--- src/isab_consts.svh ---
// Constants of the serial programming front end
`ifndef ISAB_CONSTS_SVH
`define ISAB_CONSTS_SVH
`define ISAB_CH_COLON 8'h3a
`define ISAB_CH_CSUM_ERR 8'h58
`define ISAB_CH_CRC_ERR 8'h5a
`define ISAB_CH_ACK 8'h2e
`define ISAB_CH_DENY 8'h50
`define ISAB_SSB_L0 8'hff
`define ISAB_SSB_L1 8'hfe
`define ISAB_SSB_L2 8'hfc
`define ISAB_SSB_ADDR 14'h3ffd
`define ISAB_CRC_HI_ADDR 14'h3ffe
`define ISAB_CRC_LO_ADDR 14'h3fff
`define ISAB_CRC_INIT 16'hffff
`define ISAB_CRC_POLY 16'h1021
`define ISAB_REC_PROG 8'h00
`define ISAB_REC_EOF 8'h01
`define ISAB_REC_WRITE 8'h03
`define ISAB_REC_SHOW 8'h04
`define ISAB_REC_READ 8'h05
`define ISAB_FN_ERASE 8'h07
`define ISAB_FN_SSB 8'h05
`define ISAB_SUB_0 8'h00
`define ISAB_SUB_1 8'h01
`define ISAB_HDR_BYTES 8'h04
`define ISAB_LAST_BIT 4'h7
`define ISAB_FRAME_BITS 4'ha
`define ISAB_LVL_1 2'h1
`define ISAB_LVL_2 2'h2
`endif

--- src/isab_pkg.sv ---
// Types of the serial programming front end
package isab_pkg;
    typedef enum logic [2:0] {R_CAL_IDLE, R_CAL_LOW, R_CAL_SKIP, R_IDLE, R_START, R_DATA, R_STOP} isab_rx_e;
    typedef enum logic [2:0] {EX_INIT, EX_IDLE, EX_NV, EX_CR, EX_CHK} isab_ex_e;
    typedef struct packed {
        logic nv_we;
        logic code_ram_we;
        logic erase;
        logic ssb_we;
        logic [13:0] addr;
        logic [7:0] data;
    } isab_mem_s;
    typedef struct packed {
        isab_rx_e rx;
        logic cal;
        logic [15:0] per;
        logic [15:0] cnt;
        logic [3:0] bits;
        logic [7:0] sh;
        logic rx_vld;
        logic txd;
        logic tbusy;
        logic [15:0] tcnt;
        logic [3:0] tbits;
        logic [9:0] tsh;
        logic rep_v;
        logic [7:0] rep_c;
        logic in_rec;
        logic nib;
        logic [3:0] hi;
        logic [7:0] bidx;
        logic [7:0] sum;
        logic [7:0] reclen;
        logic [15:0] addr;
        logic [7:0] rtype;
        logic [63:0][7:0] pbuf;
        isab_ex_e ex;
        logic [5:0] widx;
        logic [15:0] crc;
        logic [15:0] crc_ref;
        logic [7:0] security_setting_byte;
        logic [7:0] cssb;
        logic erased;
        logic app_en;
        logic err;
        isab_mem_s mem;
    } isab_st_s;
endpackage : isab_pkg

--- src/isab_top.sv ---
// Autobaud serial link, record checker, page writer, image CRC and protection
`timescale 1ns/1ns
`include "isab_consts.svh"
module isab_top #(
    parameter int CW = 16
) (
    input wire logic clock,
    input wire logic rst,
    input wire logic rxd,
    input wire logic [7:0] ssb_nv,
    input wire logic image_good_nv,
    output logic txd,
    output isab_pkg::isab_mem_s mem,
    output logic transfer_error_pin,
    output logic app_enable,
    output logic calibrated
);
    isab_pkg::isab_st_s q;
    isab_pkg::isab_st_s s;

    // Level from the two low bits so bypass bits above do not matter
    function automatic logic [1:0] lvl(input logic [7:0] b);
        if (!b[1]) begin
            lvl = `ISAB_LVL_2;
        end else if (!b[0]) begin
            lvl = `ISAB_LVL_1;
        end else begin
            lvl = 2'h0;
        end
    endfunction : lvl

    function automatic logic [4:0] hexval(input logic [7:0] c);
        if (c >= 8'h30 && c <= 8'h39) begin
            hexval = {1'b1, c[3:0]};
        end else if ((c >= 8'h41 && c <= 8'h46) || (c >= 8'h61 && c <= 8'h66)) begin
            hexval = {1'b1, c[3:0] + 4'h9};
        end else begin
            hexval = 5'h00;
        end
    endfunction : hexval

    function automatic logic [15:0] crc_step(input logic [15:0] c, input logic [7:0] d);
        logic [15:0] r;
        r = c ^ {d, 8'h00};
        for (int i = 0; i < 8; i++) begin
            r = r[15] ? ({r[14:0], 1'b0} ^ `ISAB_CRC_POLY) : {r[14:0], 1'b0};
        end
        crc_step = r;
    endfunction : crc_step

    always_comb begin
        logic [4:0] hv;
        logic [7:0] b;
        logic [7:0] nb;
        logic [13:0] wa;
        hv = hexval(q.sh);
        b = {q.hi, hv[3:0]};
        nb = `ISAB_SSB_L0;
        wa = q.addr[13:0] + {8'h00, q.widx};
        s = q;
        s.rx_vld = 1'b0;
        s.mem.nv_we = 1'b0;
        s.mem.code_ram_we = 1'b0;
        s.mem.erase = 1'b0;
        s.mem.ssb_we = 1'b0;

        // Receiver; calibration edge timing first, framing only afterwards
        s.cnt = q.cnt + 16'h1;
        case (q.rx)
            isab_pkg::R_CAL_IDLE: begin
                s.cnt = 16'h1;
                if (!rxd) begin
                    s.rx = isab_pkg::R_CAL_LOW;
                end
            end
            isab_pkg::R_CAL_LOW: begin
                if (rxd) begin
                    s.per = q.cnt;
                    s.cnt = 16'h1;
                    s.rx = isab_pkg::R_CAL_SKIP;
                end
            end
            isab_pkg::R_CAL_SKIP: begin
                // Rest of the U is swallowed: wait for two quiet bit times
                if (!rxd) begin
                    s.cnt = 16'h1;
                end else if ({1'b0, q.cnt} >= {q.per, 1'b0}) begin
                    s.rx = isab_pkg::R_IDLE;
                    s.cal = 1'b1;
                end
            end
            isab_pkg::R_IDLE: begin
                s.cnt = 16'h1;
                if (!rxd) begin
                    s.rx = isab_pkg::R_START;
                end
            end
            isab_pkg::R_START: begin
                if (q.cnt >= {1'b0, q.per[15:1]}) begin
                    s.cnt = 16'h1;
                    s.bits = 4'h0;
                    s.rx = rxd ? isab_pkg::R_IDLE : isab_pkg::R_DATA;
                end
            end
            isab_pkg::R_DATA: begin
                if (q.cnt >= q.per) begin
                    s.cnt = 16'h1;
                    s.sh = {rxd, q.sh[7:1]};
                    s.bits = q.bits + 4'h1;
                    if (q.bits == `ISAB_LAST_BIT) begin
                        s.rx = isab_pkg::R_STOP;
                    end
                end
            end
            isab_pkg::R_STOP: begin
                if (q.cnt >= q.per) begin
                    s.rx = isab_pkg::R_IDLE;
                    s.rx_vld = rxd;
                end
            end
            default: s.rx = isab_pkg::R_CAL_IDLE;
        endcase

        // Record parser: hex pairs into bytes, running sum to zero
        if (q.rx_vld) begin
            if (q.sh == `ISAB_CH_COLON) begin
                s.in_rec = 1'b1;
                s.bidx = 8'h00;
                s.nib = 1'b0;
                s.sum = 8'h00;
            end else if (q.in_rec && !hv[4]) begin
                s.in_rec = 1'b0;
            end else if (q.in_rec && !q.nib) begin
                s.hi = hv[3:0];
                s.nib = 1'b1;
            end else if (q.in_rec) begin
                s.nib = 1'b0;
                s.sum = q.sum + b;
                s.bidx = q.bidx + 8'h1;
                case (q.bidx)
                    8'h00: s.reclen = b;
                    8'h01: s.addr[15:8] = b;
                    8'h02: s.addr[7:0] = b;
                    8'h03: s.rtype = b;
                    default: s.pbuf[6'(q.bidx - `ISAB_HDR_BYTES)] = b;
                endcase
                if (q.bidx == q.reclen + `ISAB_HDR_BYTES) begin
                    s.in_rec = 1'b0;
                    s.rep_v = 1'b1;
                    s.rep_c = `ISAB_CH_ACK;
                    if (s.sum != 8'h00) begin
                        s.rep_c = `ISAB_CH_CSUM_ERR;
                    end else if (q.ex != isab_pkg::EX_IDLE) begin
                        s.rep_c = `ISAB_CH_DENY;
                    end else begin
                        case (q.rtype)
                            `ISAB_REC_PROG: begin
                                if (lvl(q.security_setting_byte) != 2'h0 && !q.erased) begin
                                    s.rep_c = `ISAB_CH_DENY;
                                end else if (q.reclen != 8'h00) begin
                                    s.rep_v = 1'b0;
                                    s.widx = 6'h00;
                                    s.ex = isab_pkg::EX_NV;
                                end
                            end
                            `ISAB_REC_EOF: begin
                                s.rep_v = 1'b0;
                                s.ex = isab_pkg::EX_CHK;
                            end
                            `ISAB_REC_WRITE: begin
                                if (q.pbuf[0] == `ISAB_FN_ERASE && q.pbuf[1] == `ISAB_SUB_0) begin
                                    s.mem.erase = 1'b1;
                                    s.security_setting_byte = `ISAB_SSB_L0;
                                    s.erased = 1'b1;
                                    s.app_en = 1'b0;
                                    s.crc = `ISAB_CRC_INIT;
                                end else if (q.pbuf[0] == `ISAB_FN_SSB) begin
                                    nb = (q.pbuf[1] == `ISAB_SUB_1) ? `ISAB_SSB_L2 : `ISAB_SSB_L1;
                                    if (lvl(nb) < lvl(q.security_setting_byte)) begin
                                        s.rep_c = `ISAB_CH_DENY;
                                    end else begin
                                        s.security_setting_byte = nb;
                                        s.mem.ssb_we = 1'b1;
                                        s.mem.data = nb;
                                    end
                                end
                            end
                            `ISAB_REC_SHOW: begin
                                if (lvl(q.security_setting_byte) == `ISAB_LVL_2 || lvl(q.cssb) == `ISAB_LVL_2) begin
                                    s.rep_c = `ISAB_CH_DENY;
                                end
                            end
                            `ISAB_REC_READ: begin
                                if (lvl(q.security_setting_byte) == `ISAB_LVL_2) begin
                                    s.rep_c = `ISAB_CH_DENY;
                                end else if (q.pbuf[0] == `ISAB_FN_ERASE) begin
                                    s.rep_c = q.security_setting_byte;
                                end
                            end
                            default: s.rep_c = `ISAB_CH_DENY;
                        endcase
                    end
                end
            end
        end

        // Page writer and image check
        case (q.ex)
            isab_pkg::EX_INIT: begin
                s.security_setting_byte = ssb_nv;
                s.cssb = ssb_nv;
                s.app_en = image_good_nv;
                s.mem.code_ram_we = 1'b1;
                s.mem.addr = `ISAB_SSB_ADDR;
                s.mem.data = ssb_nv;
                s.ex = isab_pkg::EX_IDLE;
            end
            isab_pkg::EX_NV, isab_pkg::EX_CR: begin
                s.mem.nv_we = (q.ex == isab_pkg::EX_NV);
                s.mem.code_ram_we = (q.ex == isab_pkg::EX_CR);
                s.mem.addr = wa;
                s.mem.data = q.pbuf[q.widx];
                s.widx = q.widx + 6'h1;
                if (q.ex == isab_pkg::EX_CR) begin
                    if (wa == 14'h0000) begin
                        s.crc = crc_step(`ISAB_CRC_INIT, q.pbuf[q.widx]);
                    end else if (wa < `ISAB_CRC_HI_ADDR) begin
                        s.crc = crc_step(q.crc, q.pbuf[q.widx]);
                    end else if (wa == `ISAB_CRC_HI_ADDR) begin
                        s.crc_ref[15:8] = q.pbuf[q.widx];
                    end else begin
                        s.crc_ref[7:0] = q.pbuf[q.widx];
                    end
                end
                if ({2'b00, q.widx} == q.reclen - 8'h1) begin
                    s.widx = 6'h00;
                    if (q.ex == isab_pkg::EX_NV) begin
                        s.ex = isab_pkg::EX_CR;
                    end else begin
                        s.ex = isab_pkg::EX_IDLE;
                        s.rep_v = 1'b1;
                        s.rep_c = `ISAB_CH_ACK;
                    end
                end
            end
            isab_pkg::EX_CHK: begin
                s.ex = isab_pkg::EX_IDLE;
                s.rep_v = 1'b1;
                s.err = (q.crc != q.crc_ref);
                s.app_en = (q.crc == q.crc_ref);
                s.rep_c = (q.crc == q.crc_ref) ? `ISAB_CH_ACK : `ISAB_CH_CRC_ERR;
            end
            isab_pkg::EX_IDLE: ;
            default: s.ex = isab_pkg::EX_IDLE;
        endcase

        // Transmitter at the calibrated period
        if (!q.tbusy && q.rep_v && q.cal) begin
            s.rep_v = 1'b0;
            s.tbusy = 1'b1;
            s.tsh = {1'b1, q.rep_c, 1'b0};
            s.tbits = 4'h0;
            s.tcnt = 16'h1;
            s.txd = 1'b0;
        end else if (q.tbusy) begin
            s.tcnt = q.tcnt + 16'h1;
            if (q.tcnt >= q.per) begin
                s.tcnt = 16'h1;
                s.tsh = {1'b1, q.tsh[9:1]};
                s.tbits = q.tbits + 4'h1;
                s.txd = s.tsh[0];
                if (s.tbits == `ISAB_FRAME_BITS) begin
                    s.tbusy = 1'b0;
                    s.txd = 1'b1;
                end
            end
        end
    end

    always_ff @(posedge clock or posedge rst) begin
        if (rst) begin
            q <= '0;
            q.txd <= 1'b1;
            q.security_setting_byte <= `ISAB_SSB_L0;
            q.cssb <= `ISAB_SSB_L0;
            q.crc <= `ISAB_CRC_INIT;
        end else begin
            q <= s;
        end
    end

    assign txd = q.txd;
    assign mem = q.mem;
    assign transfer_error_pin = q.err;
    assign app_enable = q.app_en;
    assign calibrated = q.cal;
endmodule : isab_top

--- config.mk ---
export PLATFORM = sky130hd
export DESIGN_NAME = isab_top
export DESIGN_NICKNAME = d
export VERILOG_FILES = /design/src/isab_pkg.sv /design/src/isab_top.sv
export VERILOG_INCLUDE_DIRS = /design/src
export SDC_FILE = /design/constraint.sdc
export NUM_CORES = 2
export LEC_CHECK = 0
export ABC_AREA = 1
export BUFFER_PORTS_ARGS = -buffer_cell sky130_fd_sc_hd__buf_2
export CORE_UTILIZATION = 64
export DETAILED_ROUTE_END_ITERATION = 10
export PLACE_DENSITY = 0.81
export SKIP_CTS_REPAIR_TIMING = 1
export SYNTH_ARGS = -nofsm -noshare
export SYNTH_HDL_FRONTEND = slang
export SYNTH_SLANG_ARGS = --single-unit
--- constraint.sdc ---
create_clock -name clock -period 23.5 [get_ports clock]
set_clock_uncertainty 0.05 [all_clocks]
set_input_delay 0 -clock clock [delete_from_list [all_inputs] [get_ports clock]]
set_output_delay 0 -clock clock [all_outputs]
set_load 0.05 [all_outputs]
Yosys cells after proc, flatten, opt, wreduce, memory -nomap -nowiden
Index checks and enable logic that the tools add are counted.

cells by class
  $add $sub $neg = 12
  magnitude comparators = 15
  equality and inequality tests = 68
  mux-type cells = 222
  bitwise operators = 27
  reductions and logical operators = 76

operator list
  cell                                                    count
  2-to-1 mux 585 bit                                      2
  2-to-1 mux 600 bit                                      1
  2-to-1 mux 590 bit                                      1
  2-to-1 mux 569 bit                                      1
  bitwise mux 512 bit                                     1
  2-to-1 mux 512 bit                                      1
  2-to-1 mux 8 bit                                        34
  2-to-1 mux 13 bit                                       16
  2-to-1 mux 16 bit                                       10
  2-to-1 mux 2 bit                                        74
  2-to-1 mux 32 bit                                       4
  one-hot mux 16 bit (5 select lines)                     1
  2-to-1 mux 25 bit                                       3
  2-to-1 mux 9 bit                                        7
  binary-select mux 8 bit (select 6 bit)                  1
  demux 8 bit (select 6 bit)                              1
  NOT 3 bit                                               16
  one-hot mux 22 bit (2 select lines)                     1
  2-to-1 mux 7 bit                                        6
  one-hot mux 8 bit (5 select lines)                      1
  inequality test 3 x 1 -> 1 bit (second input constant)  13
  2-to-1 mux 38 bit                                       1
  nonzero test 3 bit                                      12
  adder 16 x 1 -> 16 bit (second input constant)          2
  75 further kinds                                        210

word-level totals
  bits in registers = 742
  input port bits = 12
  word-level logic and storage cells = 523

Depth between registers and ports, before layout
  depth after elaboration = 32
  depth in mapped cells = 27
  depth with buffers taken out = 27

Least setup slack after synthesis
No wires, ideal clock.

  path kind = reg-to-reg
  from = register q[694] (netlist name)
  to = register q[39] (netlist name)
  library setup time = 0.079 ns
  arrival = 3.378 ns
  required time = 23.371 ns
  setup slack = 19.994 ns
  stages on the path, launching flop included = 26
  period minus slack after synthesis = 3.506 ns
  path through = dfrtp_1 inv_1 ha_1 nand2_1 nand2_1 o21ai_0 nand2_1 nand2_1 nand2_1 xor2_1 nor2_1 ha_1 a21oi_1 nand2_1 nand2_1 o21ai_0 xor2_1 nand3_1 nor2_1 nand2_2 inv_1 nand3_1 nand2_1 buf_2 o21ai_0 o21ai_0

between the ends
  longest elaborated chain between the ends = 9
  elaborated cells between the ends (all ways) = 22
  those cells by class = 2 x add/sub; 6 x order compare; 4 x eq/ne; 2 x mux; 8 x reduce/logical

ends and longest elaborated chain
  element                                                                                                line                              source
  start: declaration                                                                                     isab_top.sv:18                    isab_pkg::isab_st_s q;
  start signal: assignment                                                                               isab_top.sv:288                   q <= s;
  greater-or-equal comparator 8 x 7 -> 1 bit or less-or-equal comparator 8 x 7 -> 1 bit (tied branches)  isab_top.sv:35                    end else if ((c >= 8'h41 && c <= 8'h46) || (c >= 8'h61 && c <= 8'h66)) begin
  logical AND 1 bit                                                                                      isab_top.sv:35
  logical OR 1 bit                                                                                       isab_top.sv:35
  2-to-1 mux 5 bit                                                                                       isab_top.sv:35
  2-to-1 mux 5 bit                                                                                       isab_top.sv:33                    if (c >= 8'h30 && c <= 8'h39) begin
  adder 8 bit or zero test 1 bit (tied branches)                                                         isab_top.sv:138, isab_top.sv:131
  nonzero test 8 bit or logical AND 1 bit (tied branches)                                                isab_top.sv:151, isab_top.sv:131
  inequality test 2 x 1 -> 1 bit (no source line)                                                        --
  AND reduction 11 bit (no source line) (*)                                                              --

Mark *: on every way between the ends. The rest lies on a longest branch, timed or not.
A chain may end at the register's enable or synchronous reset.

==> results.py <==
metrics = {
    "outcome": {
        "status": "finished clean",
    },
    "timing": {
        "rsz0062_at_grt": "false",
        "clock.fmax_mhz": 213,
        "fin_crit_sh_pct": 19.9,
        "setup_viol": 0,
        "finalSetupTns_ps": 0,
        "period_minus_slack_ps": 4690,
        "hold_viol": 0,
        "slew_headroom_pct": 8.44,
        "tightestPinTransition_ps": 1370,
        "finalMaxSlewViolations": 0,
    },
    "synth": {
        "synth_warnings": 0,
        "syn_nets": 4906,
        "syn_area_sq_mm": 0.0376,
        "synthCells": 4794,
        "ys_types": 58,
        "synth_edf_count": 0,
        "synth-main-ff-cell": "dfrtp_1",
        "avgSynthCellArea_sq_um": 7.84,
        "synth_top_area_share_pct": 47.0,
        "synth_top_cell_by_area": "dfrtp_1",
        "ys_ff_latch": 732,
        "synthTopCellsByArea": "dfrtp_1, nand2_1, o21ai_0",
        "ys_seq_area_share_pct": 48.9,
        "ys_async_sr_fraction_pct": 100,
    },
    "floorplanning": {
        "ioPinCount": 42,
        "fp.coreArea_sq_mm": 0.0578,
        "dieArea_sq_mm": 0.0597,
        "start_util_pct": 65.0,
        "die_width_um": 244,
        "rows": 88,
        "die_h_um": 244,
    },
    "setup_path": {
        "path_delay_family": "simple AND/OR/NAND/NOR gates",
        "critPathArrivalTime_ps": 5190,
        "worstPathCellList": "inv_6 > buf_4 > nand2_1 > nand3_1 > nand3_1 > nand2_1 > nand2_1 > nand3_1 > nand3_1 > nand2_1 > nand2_1 > nand2_1 > nand2_1 > nand2_1 > nand2_1 > nand3_1 > nand2_1 > nand2_1 > a21oi_1",
        "reg2reg_slack_ps": 18810,
        "slowest_stage": "buf_4",
        "rr_worst_depth": 19,
        "worstReg2RegStart": "q[77]",
        "r2r-end": "q[73]",
        "cpPeakStageDelay_ps": 890,
        "path_common_cell": "nand2_1",
        "startpoint_type": "flip-flop",
        "cp-end-kind": "flip-flop",
        "endpoint": "q[73]",
        "worstPathMaxFanout": 94,
        "worst-setup-path-type": "flip-flop to flip-flop",
        "path_depth": 19,
        "critPathLaunch": "q[77]",
        "critPathRequiredTime_ps": 24000,
        "cp_num_buf_inv": 2,
    },
    "finish": {
        "layout.nets": 4784,
        "layout_common_cells": "nand2_1, dfrtp_1, o21ai_0",
        "syn_to_final_growth_pct": 8.05,
        "antenna_cells": 0,
        "final_common_cell": "nand2_1",
        "drive_above_1_share_pct": 6.34,
    },
    "global_routing": {
        "grt_pass1_vias": 31100,
        "grt_start_max_net_pins": 179,
        "antenna_found_initial": 0,
        "grt_overflow": 0,
        "grt_pass1_wl_um": 166000,
        "grt_util_all_layers_pct": 34.6,
    },
    "cts": {
        "path_clk_slew_ps": 60,
        "cts-buffers-inserted": 76,
        "clockRootBuffer": "clkbuf_16",
        "cts_max_level": 3,
        "cts_sinks": 732,
        "cts_tree": "built",
        "clock_path_buffers": 3,
        "clock_latency_ps": 640,
    },
    "drt": {
        "ant_nets": 0,
        "vias": 33000,
        "wl_met1_um": 42600,
        "wl_per_cell_um": 18.6,
        "wl_um": 102000,
        "top_layer_used": "met4",
        "drtIter0Drc": 3895,
        "firstDrtPassIters": 6,
        "drc": 0,
        "vias_per_cell": 6.01,
        "met2_length_um": 46200,
        "wl_met3_um": 9170,
    },
    "placed_design": {
        "io_buffers": 41,
        "dpl.hpwl_um": 62200,
        "routabilityCongestion": 0.931,
    },
    "power": {
        "power_mw": 2.74,
        "p_leak_nw": 18.7,
        "p_per_area_mw_per_mm2": 67.6,
        "vdd.ir_drop.worst_mv": 0.0545,
    },
    "min_path": {
        "hold_class": "input pin to async pin",
    },
    "flow_run": {
        "max_cap_violations": 0,
    },
}
-- metrics by stage --
step                instances  hold slack [ps]  util [%]  setup WS [ps]  cell area (sq um)
floorplan                4794             67.2         -           2960              37600
global placement         5348              193      65.4          19150              37800
detailed placement       5348              190      65.4          19100              37800
CTS                      5485             -454      70.0          19030              40500
global route             5496              132      70.2          18550              40600
finish                   5496             59.4      70.2          18810              40600
-- power by group --
part | internal (mW) | total [mW] | leakage (nW) | switching (mW)
combinational | 0.0485 | 0.170 | 7.40 | 0.122
sequential | 1.27 | 1.29 | 10.0 | 0.0140
clock | 0.764 | 1.28 | 1.30 | 0.520
-- worst min path at each step --
stage                     cells after the start  slack, ps    endpoint     startpoint
after floorplan                               2         70       q[37]      ssb_nv[0]
after global placement                        3        190  app_enable  image_good_nv
after detailed placement                      3        190  app_enable  image_good_nv
after CTS                                     2       -450      q[643]            rst
after global routing                          4        130  app_enable  image_good_nv
final                                         3         60   async pin            rst
-- routing by layer --
metal  vias to the layer above  track usage [%]
met1                     15600             47.6
met5                         -                0
met3                       290             6.88
li1                      15500                -
met4                         0             14.4
met2                      1602             53.9
-- area by class of cell --
class / instances / area, sq um
clock buffer: 109 / 2240
clock inverter: 28 / 413
fill: 4580 / 17200
inverter: 316 / 1200
multi-input combinational: 3454 / 16800
sequential: 732 / 18400
tap: 765 / 957
timing repair buffer: 92 / 641
-- worst min-delay path: cells and delay by family --
family                 cells  cell delay [ps]
buffers and inverters      3             1240
-- kinds of logic after synthesis --
group	share of synthesized area, %
flip-flops	48.9
AND/OR/NAND/NOR	26.5
buffers and inverters	6.56
adder cells (fa/ha/maj)	3.37
AO/OA/AOI/OAI	13.0
XOR/XNOR	1.72
-- Yosys cell counts (21+ instances only) --
library cell / number
nand2_1: 1549
dfrtp_1: 706
o21ai_0: 690
nand3_1: 506
inv_1: 308
clkbuf_1: 180
nor2_1: 166
a21oi_1: 110
ha_1: 98
buf_2: 59
nor3_1: 56
xor2_1: 56
o22ai_1: 36
buf_4: 29
dfstp_2: 26
buf_1: 24
nand3_2: 21
nand4_1: 21
o211ai_1: 21
Power figures use the tool's default switching activity.
